===== config.mk =====
export PLATFORM = sky130hd
export DESIGN_NAME = adc_seq_ctrl
export DESIGN_NICKNAME = d
export VERILOG_FILES = /design/src/adc_seq_pkg.sv /design/src/adc_seq_ctrl.sv /design/src/res_fifo.sv
export SDC_FILE = /design/constraint.sdc
export NUM_CORES = 1
export LEC_CHECK = 0
export ABC_AREA = 1
export ABC_CLOCK_PERIOD_IN_PS = 8350
export BUFFER_PORTS_ARGS = -buffer_cell sky130_fd_sc_hd__buf_2
export CAP_MARGIN = 20
export CORE_ASPECT_RATIO = 1.2
export CORE_MARGIN = 5
export CORE_UTILIZATION = 45
export CTS_CLUSTER_DIAMETER = 40
export DETAILED_ROUTE_END_ITERATION = 8
export PLACE_DENSITY_LB_ADDON = 0.25
export REMOVE_ABC_BUFFERS = 1
export SYNTH_ARGS = -nofsm -noshare
export SYNTH_HDL_FRONTEND = slang
export SYNTH_SLANG_ARGS = --single-unit

===== constraint.sdc =====
create_clock -name mclk_i -period 8.35 [get_ports mclk_i]
set_input_delay 2.0875 -clock mclk_i [delete_from_list [all_inputs] [get_ports mclk_i]]
set_output_delay 2.0875 -clock mclk_i [all_outputs]
set_load 0.02 [all_outputs]

===== src/adc_seq_pkg.sv =====
// Shared constants and types of the sample sequencer controller
package adc_seq_pkg;
    // Sequencer geometry
    localparam int NSEQ = 4;
    localparam int NSTEP = 17;
    localparam int SEQ_DEPTH [NSEQ] = '{8, 4, 4, 1};
    localparam int SEQ_BASE [NSEQ] = '{0, 8, 12, 16};
    // Data widths
    localparam int RES_W = 12;
    localparam int ACC_W = 21;
    localparam int CHAN_W = 5;
    localparam int ADR_W = 8;
    // Highest hardware averaging shift (64 conversions)
    localparam logic [2:0] HW_MAX_SHIFT = 3'h6;
    // Register byte offsets
    localparam logic [7:0] OFS_CTRL = 8'h00;
    localparam logic [7:0] OFS_TRIG = 8'h04;
    localparam logic [7:0] OFS_PRIO = 8'h08;
    localparam logic [7:0] OFS_SWOVS = 8'h0C;
    localparam logic [7:0] OFS_SWTRIG = 8'h10;
    localparam logic [7:0] OFS_CLK = 8'h14;
    localparam logic [7:0] OFS_RIS = 8'h18;
    localparam logic [7:0] OFS_IM = 8'h1C;
    localparam logic [7:0] OFS_MIS = 8'h20;
    localparam logic [7:0] OFS_FLAGS = 8'h24;
    localparam logic [7:0] OFS_STAT = 8'h28;
    localparam logic [7:0] OFS_FIFO = 8'h40;
    localparam logic [7:0] OFS_STEP = 8'h80;
    // Field positions
    localparam int EN_LSB = 0;
    localparam int HW_LSB = 4;
    localparam int DIV_LSB = 0;
    localparam int RATE_LSB = 8;
    localparam int OVF_LSB = 0;
    localparam int UNF_LSB = 4;
    localparam int BUSY_BIT = 0;
    // Reset values
    localparam logic [7:0] PRIO_RST = 8'hE4;
    localparam logic [5:0] DIV_RST = 6'h00;
    localparam logic [1:0] RATE_RST = 2'h0;
    // Trigger source of one sequencer
    typedef enum logic [1:0] {
        TRG_NEVER,
        TRG_SOFT,
        TRG_EXT,
        TRG_ALWAYS
    } trig_src_t;
    // One step of a sequence
    typedef struct packed {
        logic ie;
        logic last;
        logic [CHAN_W-1:0] chan;
    } step_cfg_t;
    localparam int STEP_W = $bits(step_cfg_t);
    // One result on its way to a FIFO
    typedef struct packed {
        logic [NSEQ-1:0] push;
        logic [RES_W-1:0] data;
    } res_push_t;
endpackage


===== src/adc_seq_ctrl.sv =====
// Sample sequencer controller: registers, triggers, arbitration, averaging
`timescale 1ns/1ps
// Operation
// RULE1 - Four sequencers, depths eight, four, four, one
// RULE2 - Each step picks any channel or temperature
// RULE3 - Each sequencer starts on its own trigger
// RULE4 - Highest priority pending sequencer served first
// RULE5 - Software keeps frequent triggers at low priority
// RULE6 - Hardware averaging over 2 to 64 conversions
// RULE7 - One averaging factor shared by all sequencers
// RULE8 - Software oversampling groups consecutive steps per value
// RULE9 - Per-sequencer enable; disabled ones ignore triggers
// RULE10 - Sticky FIFO overflow and underflow flags, clearable
// RULE11 - Software trigger starts sequencers set to it
// RULE12 - Per-sequencer interrupt, mask, raw, masked, clear
// RULE13 - Busy while any requested sample is outstanding
// RULE14 - Software sets triggers to never before sleep
// RULE15 - Rate setting keeps every 1,2,4,8 sample
// RULE16 - Converter clock divider from 1 to 64
// RULE17 - Results leave FIFO in step order
// RULE18 - Interrupt raised when flagged step completes
// RULE19 - Triggers during disable are dropped, not held
module adc_seq_ctrl
    import adc_seq_pkg::*;
(
    input wire logic mclk_i,
    input wire logic rst_i,
    input wire logic wb_cyc_i,
    input wire logic wb_stb_i,
    input wire logic wb_we_i,
    input wire logic [ADR_W-1:0] wb_adr_i,
    input wire logic [3:0] wb_sel_i,
    input wire logic [31:0] wb_dat_i,
    output logic [31:0] wb_dat_o,
    output logic wb_ack_o,
    input wire logic [NSEQ-1:0] ext_trig_i,
    output logic conv_start_o,
    output logic [CHAN_W-1:0] conv_chan_o,
    input wire logic core_done_i,
    input wire logic [RES_W-1:0] core_data_i,
    output logic irq_o
);
    typedef enum logic [1:0] {S_IDLE, S_WAIT, S_CONV} seq_state_t;

    // Configuration and status registers
    logic [NSEQ-1:0] en_q; // Sequencer enables
    logic [2:0] hwavg_q; // Shared averaging shift
    logic [2*NSEQ-1:0] trig_q; // Trigger sources
    logic [2*NSEQ-1:0] prio_q; // Priorities, 0 is highest
    logic [2*NSEQ-1:0] swovs_q; // Software oversampling shifts
    logic [5:0] clkdiv_q; // Divider minus one
    logic [1:0] rate_q; // Sample rate shift
    logic [NSEQ-1:0] ris_q; // Raw interrupt status
    logic [NSEQ-1:0] im_q; // Interrupt mask
    logic [NSEQ-1:0] ovf_q; // Sticky overflow flags
    logic [NSEQ-1:0] unf_q; // Sticky underflow flags
    step_cfg_t steps_q [NSTEP]; // Step table
    // Bus side
    logic ack_q;
    logic [31:0] dat_q;
    logic wr;
    logic rd;
    logic [31:0] bm;
    logic [31:0] rdata_v;
    logic [31:0] wd; // Merged write value
    logic [31:0] w1; // Lane-masked write value
    logic step_hit;
    logic [4:0] step_idx;
    logic fifo_hit;
    logic [NSEQ-1:0] pop_v;
    // Trigger path
    logic [NSEQ-1:0] s1_q, s2_q, s3_q, lvl_q;
    logic [NSEQ-1:0] rise_v;
    logic [NSEQ-1:0] swt_v;
    logic [NSEQ-1:0] trig_ev;
    logic [NSEQ-1:0] pend_q;
    // Arbitration
    logic [1:0] win_v;
    logic [1:0] best_v;
    logic found_v;
    logic [NSEQ-1:0] grant_v;
    // Conversion engine
    seq_state_t st_q;
    logic [1:0] cur_q;
    logic [4:0] step_q;
    logic [5:0] hwcnt_q;
    logic [2:0] swcnt_q;
    logic [ACC_W-1:0] acc_hw_q;
    logic [ACC_W-1:0] acc_sw_q;
    logic [9:0] tcnt_q;
    logic [9:0] period_v;
    logic tick_q;
    logic conv_q;
    logic [CHAN_W-1:0] chan_q;
    res_push_t push_q;
    logic [NSEQ-1:0] int_ev_q;
    logic busy_q;
    logic irq_q;
    step_cfg_t cfg_v;
    logic [2:0] hwsel;
    logic [1:0] swsel;
    logic [5:0] hwmax;
    logic [2:0] swmax;
    logic [ACC_W-1:0] sum_hw;
    logic [ACC_W-1:0] hw_res;
    logic [ACC_W-1:0] sum_sw;
    logic last_v;
    // FIFO side
    logic [RES_W-1:0] head_v [NSEQ];
    logic [NSEQ-1:0] ovf_p;
    logic [NSEQ-1:0] unf_p;

    assign wb_ack_o = ack_q;
    assign wb_dat_o = dat_q;
    assign conv_start_o = conv_q;
    assign conv_chan_o = chan_q;
    assign irq_o = irq_q;

    // Bus decode; a request is served once, at the edge that raises ack
    assign wr = wb_cyc_i && wb_stb_i && wb_we_i && !ack_q;
    assign rd = wb_cyc_i && wb_stb_i && !wb_we_i && !ack_q;
    assign bm = {{8{wb_sel_i[3]}}, {8{wb_sel_i[2]}}, {8{wb_sel_i[1]}}, {8{wb_sel_i[0]}}};
    assign wd = (rdata_v & ~bm) | (wb_dat_i & bm);
    assign w1 = wb_dat_i & bm;
    assign step_hit = (wb_adr_i >= OFS_STEP) && (wb_adr_i < OFS_STEP + 8'(4 * NSTEP));
    assign step_idx = 5'((wb_adr_i - OFS_STEP) >> 2);
    assign fifo_hit = (wb_adr_i >= OFS_FIFO) && (wb_adr_i < OFS_FIFO + 8'(4 * NSEQ));
    assign swt_v = (wr && wb_adr_i == OFS_SWTRIG) ? w1[NSEQ-1:0] : '0;

    // Read mux; unmapped addresses read zero
    always_comb begin
        rdata_v = '0;
        pop_v = '0;
        if (wb_adr_i == OFS_CTRL) begin
            rdata_v[EN_LSB +: NSEQ] = en_q;
            rdata_v[HW_LSB +: 3] = hwavg_q;
        end else if (wb_adr_i == OFS_TRIG) begin
            rdata_v[2*NSEQ-1:0] = trig_q;
        end else if (wb_adr_i == OFS_PRIO) begin
            rdata_v[2*NSEQ-1:0] = prio_q;
        end else if (wb_adr_i == OFS_SWOVS) begin
            rdata_v[2*NSEQ-1:0] = swovs_q;
        end else if (wb_adr_i == OFS_CLK) begin
            rdata_v[DIV_LSB +: 6] = clkdiv_q;
            rdata_v[RATE_LSB +: 2] = rate_q;
        end else if (wb_adr_i == OFS_RIS) begin
            rdata_v[NSEQ-1:0] = ris_q; // RULE12
        end else if (wb_adr_i == OFS_IM) begin
            rdata_v[NSEQ-1:0] = im_q;
        end else if (wb_adr_i == OFS_MIS) begin
            rdata_v[NSEQ-1:0] = ris_q & im_q; // RULE12
        end else if (wb_adr_i == OFS_FLAGS) begin
            rdata_v[OVF_LSB +: NSEQ] = ovf_q; // RULE10
            rdata_v[UNF_LSB +: NSEQ] = unf_q; // RULE10
        end else if (wb_adr_i == OFS_STAT) begin
            rdata_v[BUSY_BIT] = busy_q; // RULE13
        end else if (fifo_hit && wb_adr_i[1:0] == 2'h0) begin
            rdata_v[RES_W-1:0] = head_v[wb_adr_i[3:2]];
            pop_v[wb_adr_i[3:2]] = rd; // RULE17
        end else if (step_hit && wb_adr_i[1:0] == 2'h0) begin
            rdata_v[STEP_W-1:0] = steps_q[step_idx];
        end
    end

    // Wishbone answer: ack one cycle after the request, read data with it
    always_ff @(posedge mclk_i) begin
        if (rst_i) begin
            ack_q <= 1'b0;
            dat_q <= '0;
        end else begin
            ack_q <= wb_cyc_i && wb_stb_i && !ack_q;
            dat_q <= rd ? rdata_v : '0;
        end
    end

    // Configuration writes
    always_ff @(posedge mclk_i) begin
        if (rst_i) begin
            en_q <= '0;
            hwavg_q <= '0;
            trig_q <= '0;
            prio_q <= PRIO_RST;
            swovs_q <= '0;
            clkdiv_q <= DIV_RST;
            rate_q <= RATE_RST;
            im_q <= '0;
        end else if (wr) begin
            if (wb_adr_i == OFS_CTRL) begin
                en_q <= wd[EN_LSB +: NSEQ]; // RULE9
                hwavg_q <= wd[HW_LSB +: 3]; // RULE7
            end else if (wb_adr_i == OFS_TRIG) begin
                trig_q <= wd[2*NSEQ-1:0]; // RULE3
            end else if (wb_adr_i == OFS_PRIO) begin
                prio_q <= wd[2*NSEQ-1:0];
            end else if (wb_adr_i == OFS_SWOVS) begin
                swovs_q <= wd[2*NSEQ-1:0];
            end else if (wb_adr_i == OFS_CLK) begin
                clkdiv_q <= wd[DIV_LSB +: 6]; // RULE16
                rate_q <= wd[RATE_LSB +: 2]; // RULE15
            end else if (wb_adr_i == OFS_IM) begin
                im_q <= wd[NSEQ-1:0]; // RULE12
            end
        end
    end

    // Step table; any channel in any step, repeats allowed
    always_ff @(posedge mclk_i) begin
        if (rst_i) begin
            for (int i = 0; i < NSTEP; i++) steps_q[i] <= '0;
        end else if (wr && step_hit && wb_adr_i[1:0] == 2'h0) begin
            steps_q[step_idx] <= wd[STEP_W-1:0]; // RULE2
        end
    end

    // Pin triggers: three stages, a level counts once stages two and three agree
    always_ff @(posedge mclk_i) begin
        if (rst_i) begin
            s1_q <= '0;
            s2_q <= '0;
            s3_q <= '0;
            lvl_q <= '0;
        end else begin
            s1_q <= ext_trig_i;
            s2_q <= s1_q;
            s3_q <= s2_q;
            lvl_q <= (s2_q & s3_q) | (lvl_q & (s2_q | s3_q));
        end
    end
    assign rise_v = s2_q & s3_q & ~lvl_q;

    // Per-sequencer trigger event from its selected source
    for (genvar g = 0; g < NSEQ; g++) begin : g_trig
        always_comb begin
            case (trig_src_t'(trig_q[2*g +: 2]))
                TRG_SOFT: trig_ev[g] = swt_v[g]; // RULE11
                TRG_EXT: trig_ev[g] = rise_v[g]; // RULE3
                TRG_ALWAYS: trig_ev[g] = 1'b1;
                default: trig_ev[g] = 1'b0;
            endcase
        end
    end

    // Pending requests; a new trigger beats the grant clear, disable drops all
    always_ff @(posedge mclk_i) begin
        if (rst_i) begin
            pend_q <= '0;
        end else begin
            pend_q <= ((pend_q & ~grant_v) | trig_ev) & en_q; // RULE9 RULE19
        end
    end

    // Priority pick; equal priorities go to the lower sequencer number
    always_comb begin
        win_v = '0;
        best_v = '1;
        found_v = 1'b0;
        grant_v = '0;
        for (int i = 0; i < NSEQ; i++) begin
            if (pend_q[i] && (!found_v || prio_q[2*i +: 2] < best_v)) begin
                win_v = 2'(i); // RULE4
                best_v = prio_q[2*i +: 2];
                found_v = 1'b1;
            end
        end
        if (st_q == S_IDLE && found_v) grant_v[win_v] = 1'b1;
    end

    // Conversion pacing: divider times rate skip
    assign period_v = 10'(({4'h0, clkdiv_q} + 10'h001) << rate_q);
    always_ff @(posedge mclk_i) begin
        if (rst_i) begin
            tcnt_q <= '0;
            tick_q <= 1'b0;
        end else if (tcnt_q >= period_v - 10'h001) begin
            tcnt_q <= '0; // RULE16 RULE15
            tick_q <= 1'b1;
        end else begin
            tcnt_q <= tcnt_q + 10'h001;
            tick_q <= 1'b0;
        end
    end

    // Averaging arithmetic for the running step
    assign cfg_v = steps_q[step_q];
    assign hwsel = (hwavg_q > HW_MAX_SHIFT) ? HW_MAX_SHIFT : hwavg_q; // RULE7
    assign swsel = swovs_q[2*cur_q +: 2];
    assign hwmax = 6'((7'h01 << hwsel) - 7'h01); // RULE6
    assign swmax = 3'((4'h1 << swsel) - 4'h1); // RULE8
    assign sum_hw = acc_hw_q + ACC_W'(core_data_i);
    assign hw_res = sum_hw >> hwsel;
    assign sum_sw = acc_sw_q + hw_res;
    assign last_v = cfg_v.last || step_q == 5'(SEQ_BASE[cur_q] + SEQ_DEPTH[cur_q] - 1); // RULE1

    // Sequence engine: wait for pacing, convert, average, advance the step
    always_ff @(posedge mclk_i) begin
        if (rst_i) begin
            st_q <= S_IDLE;
            cur_q <= '0;
            step_q <= '0;
            hwcnt_q <= '0;
            swcnt_q <= '0;
            acc_hw_q <= '0;
            acc_sw_q <= '0;
            conv_q <= 1'b0;
            chan_q <= '0;
            push_q <= '0;
            int_ev_q <= '0;
        end else begin
            conv_q <= 1'b0;
            push_q.push <= '0;
            int_ev_q <= '0;
            case (st_q)
                S_IDLE: begin
                    if (found_v) begin
                        cur_q <= win_v; // RULE4
                        step_q <= 5'(SEQ_BASE[win_v]);
                        hwcnt_q <= '0;
                        swcnt_q <= '0;
                        acc_hw_q <= '0;
                        acc_sw_q <= '0;
                        st_q <= S_WAIT;
                    end
                end
                S_WAIT: begin
                    if (tick_q) begin
                        conv_q <= 1'b1; // RULE16
                        chan_q <= cfg_v.chan; // RULE2
                        st_q <= S_CONV;
                    end
                end
                S_CONV: begin
                    if (core_done_i) begin
                        if (hwcnt_q != hwmax) begin
                            acc_hw_q <= sum_hw; // RULE6
                            hwcnt_q <= hwcnt_q + 6'h01;
                            st_q <= S_WAIT;
                        end else begin
                            acc_hw_q <= '0;
                            hwcnt_q <= '0;
                            if (swcnt_q == swmax) begin
                                push_q.push[cur_q] <= 1'b1; // RULE17
                                push_q.data <= RES_W'(sum_sw >> swsel); // RULE8
                                acc_sw_q <= '0;
                                swcnt_q <= '0;
                            end else begin
                                acc_sw_q <= sum_sw; // RULE8
                                swcnt_q <= swcnt_q + 3'h1;
                            end
                            if (cfg_v.ie) int_ev_q[cur_q] <= 1'b1; // RULE18
                            if (last_v) begin
                                st_q <= S_IDLE;
                            end else begin
                                step_q <= step_q + 5'h01;
                                st_q <= S_WAIT;
                            end
                        end
                    end
                end
                default: st_q <= S_IDLE;
            endcase
        end
    end

    // Result FIFOs, one per sequencer at its own depth
    for (genvar g = 0; g < NSEQ; g++) begin : g_fifo
        res_fifo #(
            .DEPTH(SEQ_DEPTH[g]),
            .W(RES_W)
        ) u_fifo (
            .mclk_i(mclk_i),
            .rst_i(rst_i),
            .push_i(push_q.push[g]),
            .data_i(push_q.data),
            .pop_i(pop_v[g]),
            .head_o(head_v[g]),
            .empty_o(),
            .ovf_o(ovf_p[g]),
            .unf_o(unf_p[g])
        );
    end

    // Sticky flags and interrupt status; write one clears, a new event wins
    always_ff @(posedge mclk_i) begin
        if (rst_i) begin
            ris_q <= '0;
            ovf_q <= '0;
            unf_q <= '0;
            irq_q <= 1'b0;
            busy_q <= 1'b0;
        end else begin
            if (wr && wb_adr_i == OFS_RIS) begin
                ris_q <= (ris_q & ~w1[NSEQ-1:0]) | int_ev_q; // RULE12
            end else begin
                ris_q <= ris_q | int_ev_q;
            end
            if (wr && wb_adr_i == OFS_FLAGS) begin
                ovf_q <= (ovf_q & ~w1[OVF_LSB +: NSEQ]) | ovf_p; // RULE10
                unf_q <= (unf_q & ~w1[UNF_LSB +: NSEQ]) | unf_p; // RULE10
            end else begin
                ovf_q <= ovf_q | ovf_p;
                unf_q <= unf_q | unf_p;
            end
            irq_q <= |(ris_q & im_q); // RULE12
            busy_q <= (st_q != S_IDLE) || (|pend_q); // RULE13
        end
    end

    a_dis_ignores: assert property (@(posedge mclk_i) disable iff (rst_i) // RULE19
        ##1 !(|(pend_q & ~$past(en_q))))
        else $error("pending request on a disabled sequencer");
    a_prio_first: assert property (@(posedge mclk_i) disable iff (rst_i) // RULE4
        (st_q == S_IDLE && pend_q == 4'h9 && prio_q[7:6] < prio_q[1:0]) |=> cur_q == 2'h3)
        else $error("top priority sequencer not served first");
    a_start_tick: assert property (@(posedge mclk_i) disable iff (rst_i) // RULE16
        conv_q |-> $past(tick_q) && $past(st_q) == S_WAIT)
        else $error("conversion started off the pacing tick");
    a_hw_group: assert property (@(posedge mclk_i) disable iff (rst_i) // RULE6
        (|push_q.push) |-> $past(hwcnt_q) == $past(hwmax))
        else $error("result pushed before averaging completed");
    a_sw_group: assert property (@(posedge mclk_i) disable iff (rst_i) // RULE8
        (|push_q.push) |-> $past(swcnt_q) == $past(swmax))
        else $error("result pushed before oversampling group completed");
    a_irq_level: assert property (@(posedge mclk_i) disable iff (rst_i) // RULE12
        ##1 irq_q == |($past(ris_q) & $past(im_q)))
        else $error("interrupt output does not follow masked status");
    a_swtrig_pend: assert property (@(posedge mclk_i) disable iff (rst_i) // RULE11
        (swt_v[0] && en_q[0] && trig_q[1:0] == 2'(TRG_SOFT)) |=> pend_q[0])
        else $error("software trigger lost");
    a_busy_conv: assert property (@(posedge mclk_i) disable iff (rst_i) // RULE13
        (st_q == S_CONV) |=> busy_q)
        else $error("busy low during a conversion");
    a_int_step: assert property (@(posedge mclk_i) disable iff (rst_i) // RULE18
        (|int_ev_q) |-> $past(cfg_v.ie) && $past(core_done_i))
        else $error("interrupt event without flagged step completion");
endmodule


===== src/res_fifo.sv =====
// Result FIFO of one sample sequencer with overflow and underflow pulses
`timescale 1ns/1ps
module res_fifo
    import adc_seq_pkg::*;
#(
    parameter int DEPTH = 8,
    parameter int W = RES_W
) (
    input wire logic mclk_i,
    input wire logic rst_i,
    input wire logic push_i,
    input wire logic [W-1:0] data_i,
    input wire logic pop_i,
    output logic [W-1:0] head_o,
    output logic empty_o,
    output logic ovf_o,
    output logic unf_o
);
    localparam int AW = (DEPTH > 1) ? $clog2(DEPTH) : 1;
    localparam int CW = $clog2(DEPTH + 1);

    logic [W-1:0] mem_q [DEPTH]; // Storage
    logic [AW-1:0] wp_q; // Write index
    logic [AW-1:0] rp_q; // Read index
    logic [CW-1:0] cnt_q; // Fill level
    logic full;
    logic empty;
    logic do_push;
    logic do_pop;

    // Next index with wrap at depth
    function automatic logic [AW-1:0] inc(input logic [AW-1:0] p);
        return (p == AW'(DEPTH - 1)) ? '0 : p + 1'b1;
    endfunction

    assign full = (cnt_q == CW'(DEPTH));
    assign empty = (cnt_q == '0);
    assign do_push = push_i && !full;
    assign do_pop = pop_i && !empty;
    assign head_o = empty ? '0 : mem_q[rp_q];
    assign empty_o = empty;

    // Pointers and fill level, results leave in arrival order
    always_ff @(posedge mclk_i) begin
        if (rst_i) begin
            wp_q <= '0;
            rp_q <= '0;
            cnt_q <= '0;
        end else begin
            if (do_push) wp_q <= inc(wp_q); // RULE17
            if (do_pop) rp_q <= inc(rp_q); // RULE17
            if (do_push && !do_pop) begin
                cnt_q <= cnt_q + 1'b1;
            end else if (do_pop && !do_push) begin
                cnt_q <= cnt_q - 1'b1;
            end
        end
    end

    // Storage write
    always_ff @(posedge mclk_i) begin
        if (do_push) mem_q[wp_q] <= data_i;
    end

    // Error pulses: write while full, read while empty
    always_ff @(posedge mclk_i) begin
        if (rst_i) begin
            ovf_o <= 1'b0;
            unf_o <= 1'b0;
        end else begin
            ovf_o <= push_i && full; // RULE10
            unf_o <= pop_i && empty; // RULE10
        end
    end

    a_ovf_on_full: assert property (@(posedge mclk_i) disable iff (rst_i) // RULE10
        (push_i && full) |=> ovf_o && $stable(wp_q))
        else $error("push into full fifo not flagged");
    a_unf_on_empty: assert property (@(posedge mclk_i) disable iff (rst_i) // RULE10
        (pop_i && empty) |=> unf_o && $stable(rp_q))
        else $error("pop from empty fifo not flagged");
endmodule


* Word-level counts from Yosys, hierarchy flattened
Memory sizes are Yosys's and may differ from the RTL's. A register that Yosys moved wholly into a read port is not among the register bits. Cells that the tools add are included.
Storage, ports and cells: register bits after elaboration 240, memory bits (writable) 323, memories 5, word-level logic and storage cells 462, output and inout port bits 40, input bits 66
Cells by class: magnitude comparators 18, equality and inequality tests 41, multiplexer cells 165, shift operators 6, $add $sub $neg 27, bitwise operators 43, reductions and logical operators 104
Memory list:
- steps_q | depth 17, bits a word 7, rd ports 2, clocked after memory_dff 1, wr ports 17, RTL line adc_seq_ctrl.sv:57 | step_cfg_t steps_q [NSTEP];
- g_fifo[0].u_fifo.mem_q | depth 8, bits a word 12, rd ports 1, clocked after memory_dff 1, wr ports 1, RTL line res_fifo.sv:22 | logic [W-1:0] mem_q [DEPTH];
- g_fifo[1].u_fifo.mem_q | depth 4, bits a word 12, rd ports 1, clocked after memory_dff 1, wr ports 1, RTL line res_fifo.sv:22
- g_fifo[2].u_fifo.mem_q | depth 4, bits a word 12, rd ports 1, clocked after memory_dff 1, wr ports 1, RTL line res_fifo.sv:22
- g_fifo[3].u_fifo.mem_q | depth 1, bits a word 12, rd ports 1, clocked after memory_dff 0, wr ports 1, RTL line res_fifo.sv:22
Operators with widths (number):
- binary-select mux 32 bit (select 2 bit) | 3
- two-way mux 21 bit | 6
- two-way mux 11 bit | 10
- two-way mux 4 bit | 25
- two-way mux 7 bit | 14
- case mux 21 bit (2 select lines) | 2
- two-way mux 5 bit | 15
- two-way mux 12 bit | 6
- two-way mux 8 bit | 7
- logical AND 1 bit | 46
- bitwise AND 4 bit | 10
- two-way mux 3 bit | 13
- two-way mux 2 bit | 19
- OR 4 bit | 9
- == test 8 x 5 -> 1 bit (second input constant) | 4
- two-way mux 1 bit | 29
- == test 2 bit (second input constant) | 13
- binary-select mux 12 bit (select 2 bit) | 1
- == test 8 x 6 -> 1 bit (second input constant) | 3
- two-way mux 6 bit | 4
- adder 21 x 12 -> 21 bit | 1
- adder 21 bit | 1
- >> shifter 21 x 2 -> 12 bit | 1
- >> shifter 21 x 3 -> 21 bit | 1
- other kinds (68) | 161

* Depth between registers and ports, before layout
word-level depth 38, mapped depth 30, mapped depth without buffers 30

* Hierarchy
From an unflattened synthesis, not the netlist that was laid out.
Unflattened totals: cell total of the unflattened synthesis 3749, area, all modules 32797.7 um^2
Modules (own cells, without submodules):
- adc_seq_ctrl | times used 1, sequential area each 10450.0 um^2, cells an instance 2744, area an instance 22266.4 um^2
- res_fifo at g_fifo[1].u_fifo ... | times used 2, sequential area each 1661.6 um^2, cells an instance 230, area an instance 2561.2 um^2
- res_fifo at g_fifo[0].u_fifo | times used 1, sequential area each 3183.1 um^2, cells an instance 494, area an instance 4809.6 um^2
- res_fifo at g_fifo[3].u_fifo | times used 1, sequential area each 420.4 um^2, cells an instance 51, area an instance 599.3 um^2

* Least setup slack after synthesis
Ideal clock, no wire load.
kind input-to-reg, from input core_data_i[0], to register push_q[11] in the netlist's numbering, path slack 2.750 ns, stages on the path 29, arrival 5.530 ns, buffers on the path 0, library setup time 0.070 ns, data required time 8.280 ns, cell sequence ha_1 > fa_1 > nand2_1 > inv_1 > nand3_1 > nand3_1 > nand3_1 > nor2_1 > nor2_1 > o21ai_0 > xor2_1 > o21ai_0 > nand2_1 > a21oi_1 > a31oi_1 > ha_1 > nand2_1 > inv_1 > a21boi_0 > nand3_1 > a21oi_1 > nor2_1 > nor2_1 > xor2_1 > nand3b_1 > nand2_1 > nand2_1 > nand2_1 > a21oi_1
Between the ends: word-level cells in the longest chain between the ends 4
RTL lines:
- start: declaration | RTL line adc_seq_ctrl.sv:40 | input wire logic [RES_W-1:0] core_data_i,
- adder 21 x 12 -> 21 bit | RTL line adc_seq_ctrl.sv:289 | assign sum_hw = acc_hw_q + ACC_W'(core_data_i);
- >> shifter 21 x 3 -> 21 bit | RTL line adc_seq_ctrl.sv:290 | assign hw_res = sum_hw >> hwsel;
- adder 21 bit | RTL line adc_seq_ctrl.sv:291 | assign sum_sw = acc_sw_q + hw_res;
- >> shifter 21 x 2 -> 12 bit | RTL line adc_seq_ctrl.sv:342 | push_q.data <= RES_W'(sum_sw >> swsel);
- end: declaration | RTL line adc_seq_ctrl.sv:95 | res_push_t push_q;
No other way between the ends. A chain may end at the register's enable or synchronous reset.

* Final worst setup path
from input core_data_i[0], to register push_q[10] in the netlist's numbering
The elaborated chain is that of the path after synthesis.

==> results.cfg <==
[run_status]
status = finished clean

[power_and_ir_drop]
power_density_mw_per_mm2 = 216
power_frac_seq_pct = 44.7
switching_share_pct = 23.3
switchingPower_w = 0.00183
max-vdd-ir-drop_mv = 0.154
pwr-share-comb_pct = 3.6
p_leak_nw = 14.0
intPower_w = 0.00603
clkPwrFrac_pct = 51.8

[critical_path]
slowest_stage = fa_1
crit_buf_inv = 4
critPathKind = in2reg
crit_family = simple AND/OR/NAND/NOR gates
r2r-start = hwavg_q[1]
crit_path_start_kind = primary input
crit_path_max_fanout = 4
r2r_setup_slack_ns = 3.22
end_kind = flop
worst_r2r_endpoint = push_q[10]
cp.required_ns = 8.88
cp.arrival_ns = 6.55
worstRegToRegCells = 22
cpPeakStageDelay_ns = 0.42

[synth]
ys.warnings.count = 0
syn_inst = 3587
syn_avg_cell_area_um2 = 8.87
synth_top_area_share_pct = 40.4
ys_seq_area_share_pct = 54.6
synth-edff-count = 428
ys_seq_elements = 654
ys_async_sr_fraction_pct = 0
synth_area_mm2 = 0.0318
synth_cell_types = 64
synth.area.top_cells = edfxtp_1 (40%), dfxtp_1 (14%), nor2_1 (6.7%), nand2_1 (6.5%), o21ai_0 (5.6%)
synth_area_leader_cell = edfxtp_1
synth_ff_type = edfxtp_1

[placement]
port_buffers = 61
place_congestion = 0.939
pre_cts_slack_ns = 1.70
dp_hpwl_mm = 59.9

[hold_path]
hold_end = s2_q[0]
min_from = s1_q[0]
hold_class = reg2reg
hold_path_depth = 2

[grt]
track_usage_pct = 23.1
gr-total-overflow = 0
grt_pass1_wl_mm = 138
grt_max_degree = 84
grt_pass1_vias = 25100
antenna_found_initial = 2

[clocking]
postCtsHoldBufs = 0
cts_resized = 0
post_cts_buffers = 0
root_buffer = clkbuf_16
clkTransAtPathRegs_ns = 0.05
cts.htree.levels = 3
cts-buffers-inserted = 93
cts_tree = built
clk_latency_ns = 0.65
clock-sinks = 654
clk_path_buf_depth = 3

[floorplanning]
coreArea_mm2 = 0.0699
die-area_mm2 = 0.0762
start_util_pct = 45.5
die_h_um = 301
ios = 106
die_w_um = 253
fp-row-count = 106

[route]
num_vias = 26000
initialDrtViolationCount = 2400
first_pass_iters = 6
routedWlPerCell_um = 19.2
viasPerCell = 5.51
drc = 0
wl_mm = 90.7
detail-route-antenna-nets = 0

[sta]
final_max_slew_viol_count = 0
worst_slack_ns = 2.33
post-route-period-util_pct = 72.1
worst_slew_pin_slew_ns = 1.08
final-setup-viol-count = 0
setup_tns_ns = 0
rsz0062_at_grt = false
fmax_mhz = 166
min_period_ns = 6.02
finClkSkew_ns = 0.0387
hold_viol = 0
worst_slew_margin_rel_pct = 27.8

[cells_and_area]
syn_to_final_growth_pct = 14.5
layout-drive-gt1-share_pct = 9.38
antenna_cells = 0
fin_nets = 3866
layout_common_cells = nor2_1 (563), nand2_1 (549), edfxtp_1 (428)
final_common_cell = nor2_1

[job]
drv_cap = 0
-- metrics by stage --
step	power (W)	cell area (um2)	instances	hold WS, ns	util (%)
2_1_floorplan	0.00373	31300	3530	0.388	-
3_3_place_gp	0.00385	33000	4536	0.390	47.2
3_5_place_dp	0.00386	33100	4543	0.394	47.3
4_1_cts	0.00791	36400	4719	0.402	52.1
5_1_grt	0.00810	36400	4726	0.422	52.1
6_report	0.00787	36400	4726	0.401	52.1
-- tightest hold or removal path, stage by stage (launching register included) --
cell,delay [ns]
dfxtp_1,0.29
inv_1,0.04
nor2_1,0.03
-- layer usage --
layer | share of wire [%] | vias to the layer above | track usage (%)
met5 | 0 | - | 0
met4 | 4.3 | 0 | 10.2
met3 | 7.6 | 215 | 3.90
met2 | 49 | 963 | 40.3
met1 | 39 | 12300 | 28.0
li1 | - | 12500 | -
-- synth_stat cells, types with 13 or more instances --
| library cell | instances |
|---|---|
| nor2_1 | 564 |
| nand2_1 | 549 |
| edfxtp_1 | 428 |
| o21ai_0 | 357 |
| inv_1 | 289 |
| a21oi_1 | 263 |
| dfxtp_1 | 226 |
| nand3_1 | 222 |
| clkbuf_1 | 104 |
| o22ai_1 | 97 |
| ha_1 | 68 |
| xor2_1 | 35 |
| nor2_2 | 33 |
| o221ai_1 | 32 |
| buf_4 | 28 |
| nor3_1 | 27 |
| buf_2 | 22 |
| buf_6 | 18 |
| nand4_1 | 18 |
| inv_2 | 13 |
-- worst max path at each step --
| stage | start | endpoint | slack, ns | cells after the start |
|---|---|---|---|---|
| 3_3_place_gp | core_data_i[0] | push_q[10] | 1.76 | 30 |
| 2_1_floorplan | core_data_i[0] | push_q[10] | 2.70 | 29 |
| 6_report | core_data_i[0] | push_q[10] | 2.33 | 30 |
| 5_1_grt | core_data_i[0] | push_q[10] | 1.84 | 30 |
| 4_1_cts | core_data_i[0] | push_q[10] | 2.36 | 30 |
| 3_5_place_dp | core_data_i[0] | push_q[10] | 1.70 | 30 |
-- power by group through the flow --
stage,clock network [W],registers [W],logic [W]
after global routing,0.00428,0.00352,0.000305
final,0.00407,0.00351,0.000283
after detailed placement,0,0.00358,0.000276
after floorplan,0,0.00357,0.000161
after CTS,0.00412,0.00351,0.000277
after global placement,0,0.00358,0.000274
-- logic make-up after synthesis --
family	after synthesis	synth area share (%)
compound gates	851	15.0
mux	3	0.0943
buf+inv	492	6.65
xor+xnor	47	1.29
flops	654	54.6
simple gates	1466	19.3
other cells	1	0.0118
fa+ha+maj	73	2.99
-- flip-flops by register name, summed over array words and instances, names as in the netlist, 7 cells and up, named ones only --
name                 cells
acc_hw_q                21
acc_sw_q                15
g_fifo.u_fifo.cnt_q     11
g_fifo.u_fifo.mem_q    204
g_fifo.u_fifo.rp_q       7
g_fifo.u_fifo.wp_q       7
prio_q                   8
push_q                  16
steps_q                224
swovs_q                  8
tcnt_q                  10
trig_q                   8
wb_dat_o                12
-- area by class of cell --
type                            count  area, um2
Clock inverter                     68        807
Clock buffer                      108       2490
Fill cell                        6477      33500
Multi-Input combinational cell   2565      12800
Timing Repair Buffer              102        642
Sequential cell                   654      17400
Tap cell                          918       1150
Inverter                          311       1170
Note: power is estimated with default switching activity, not from simulation.
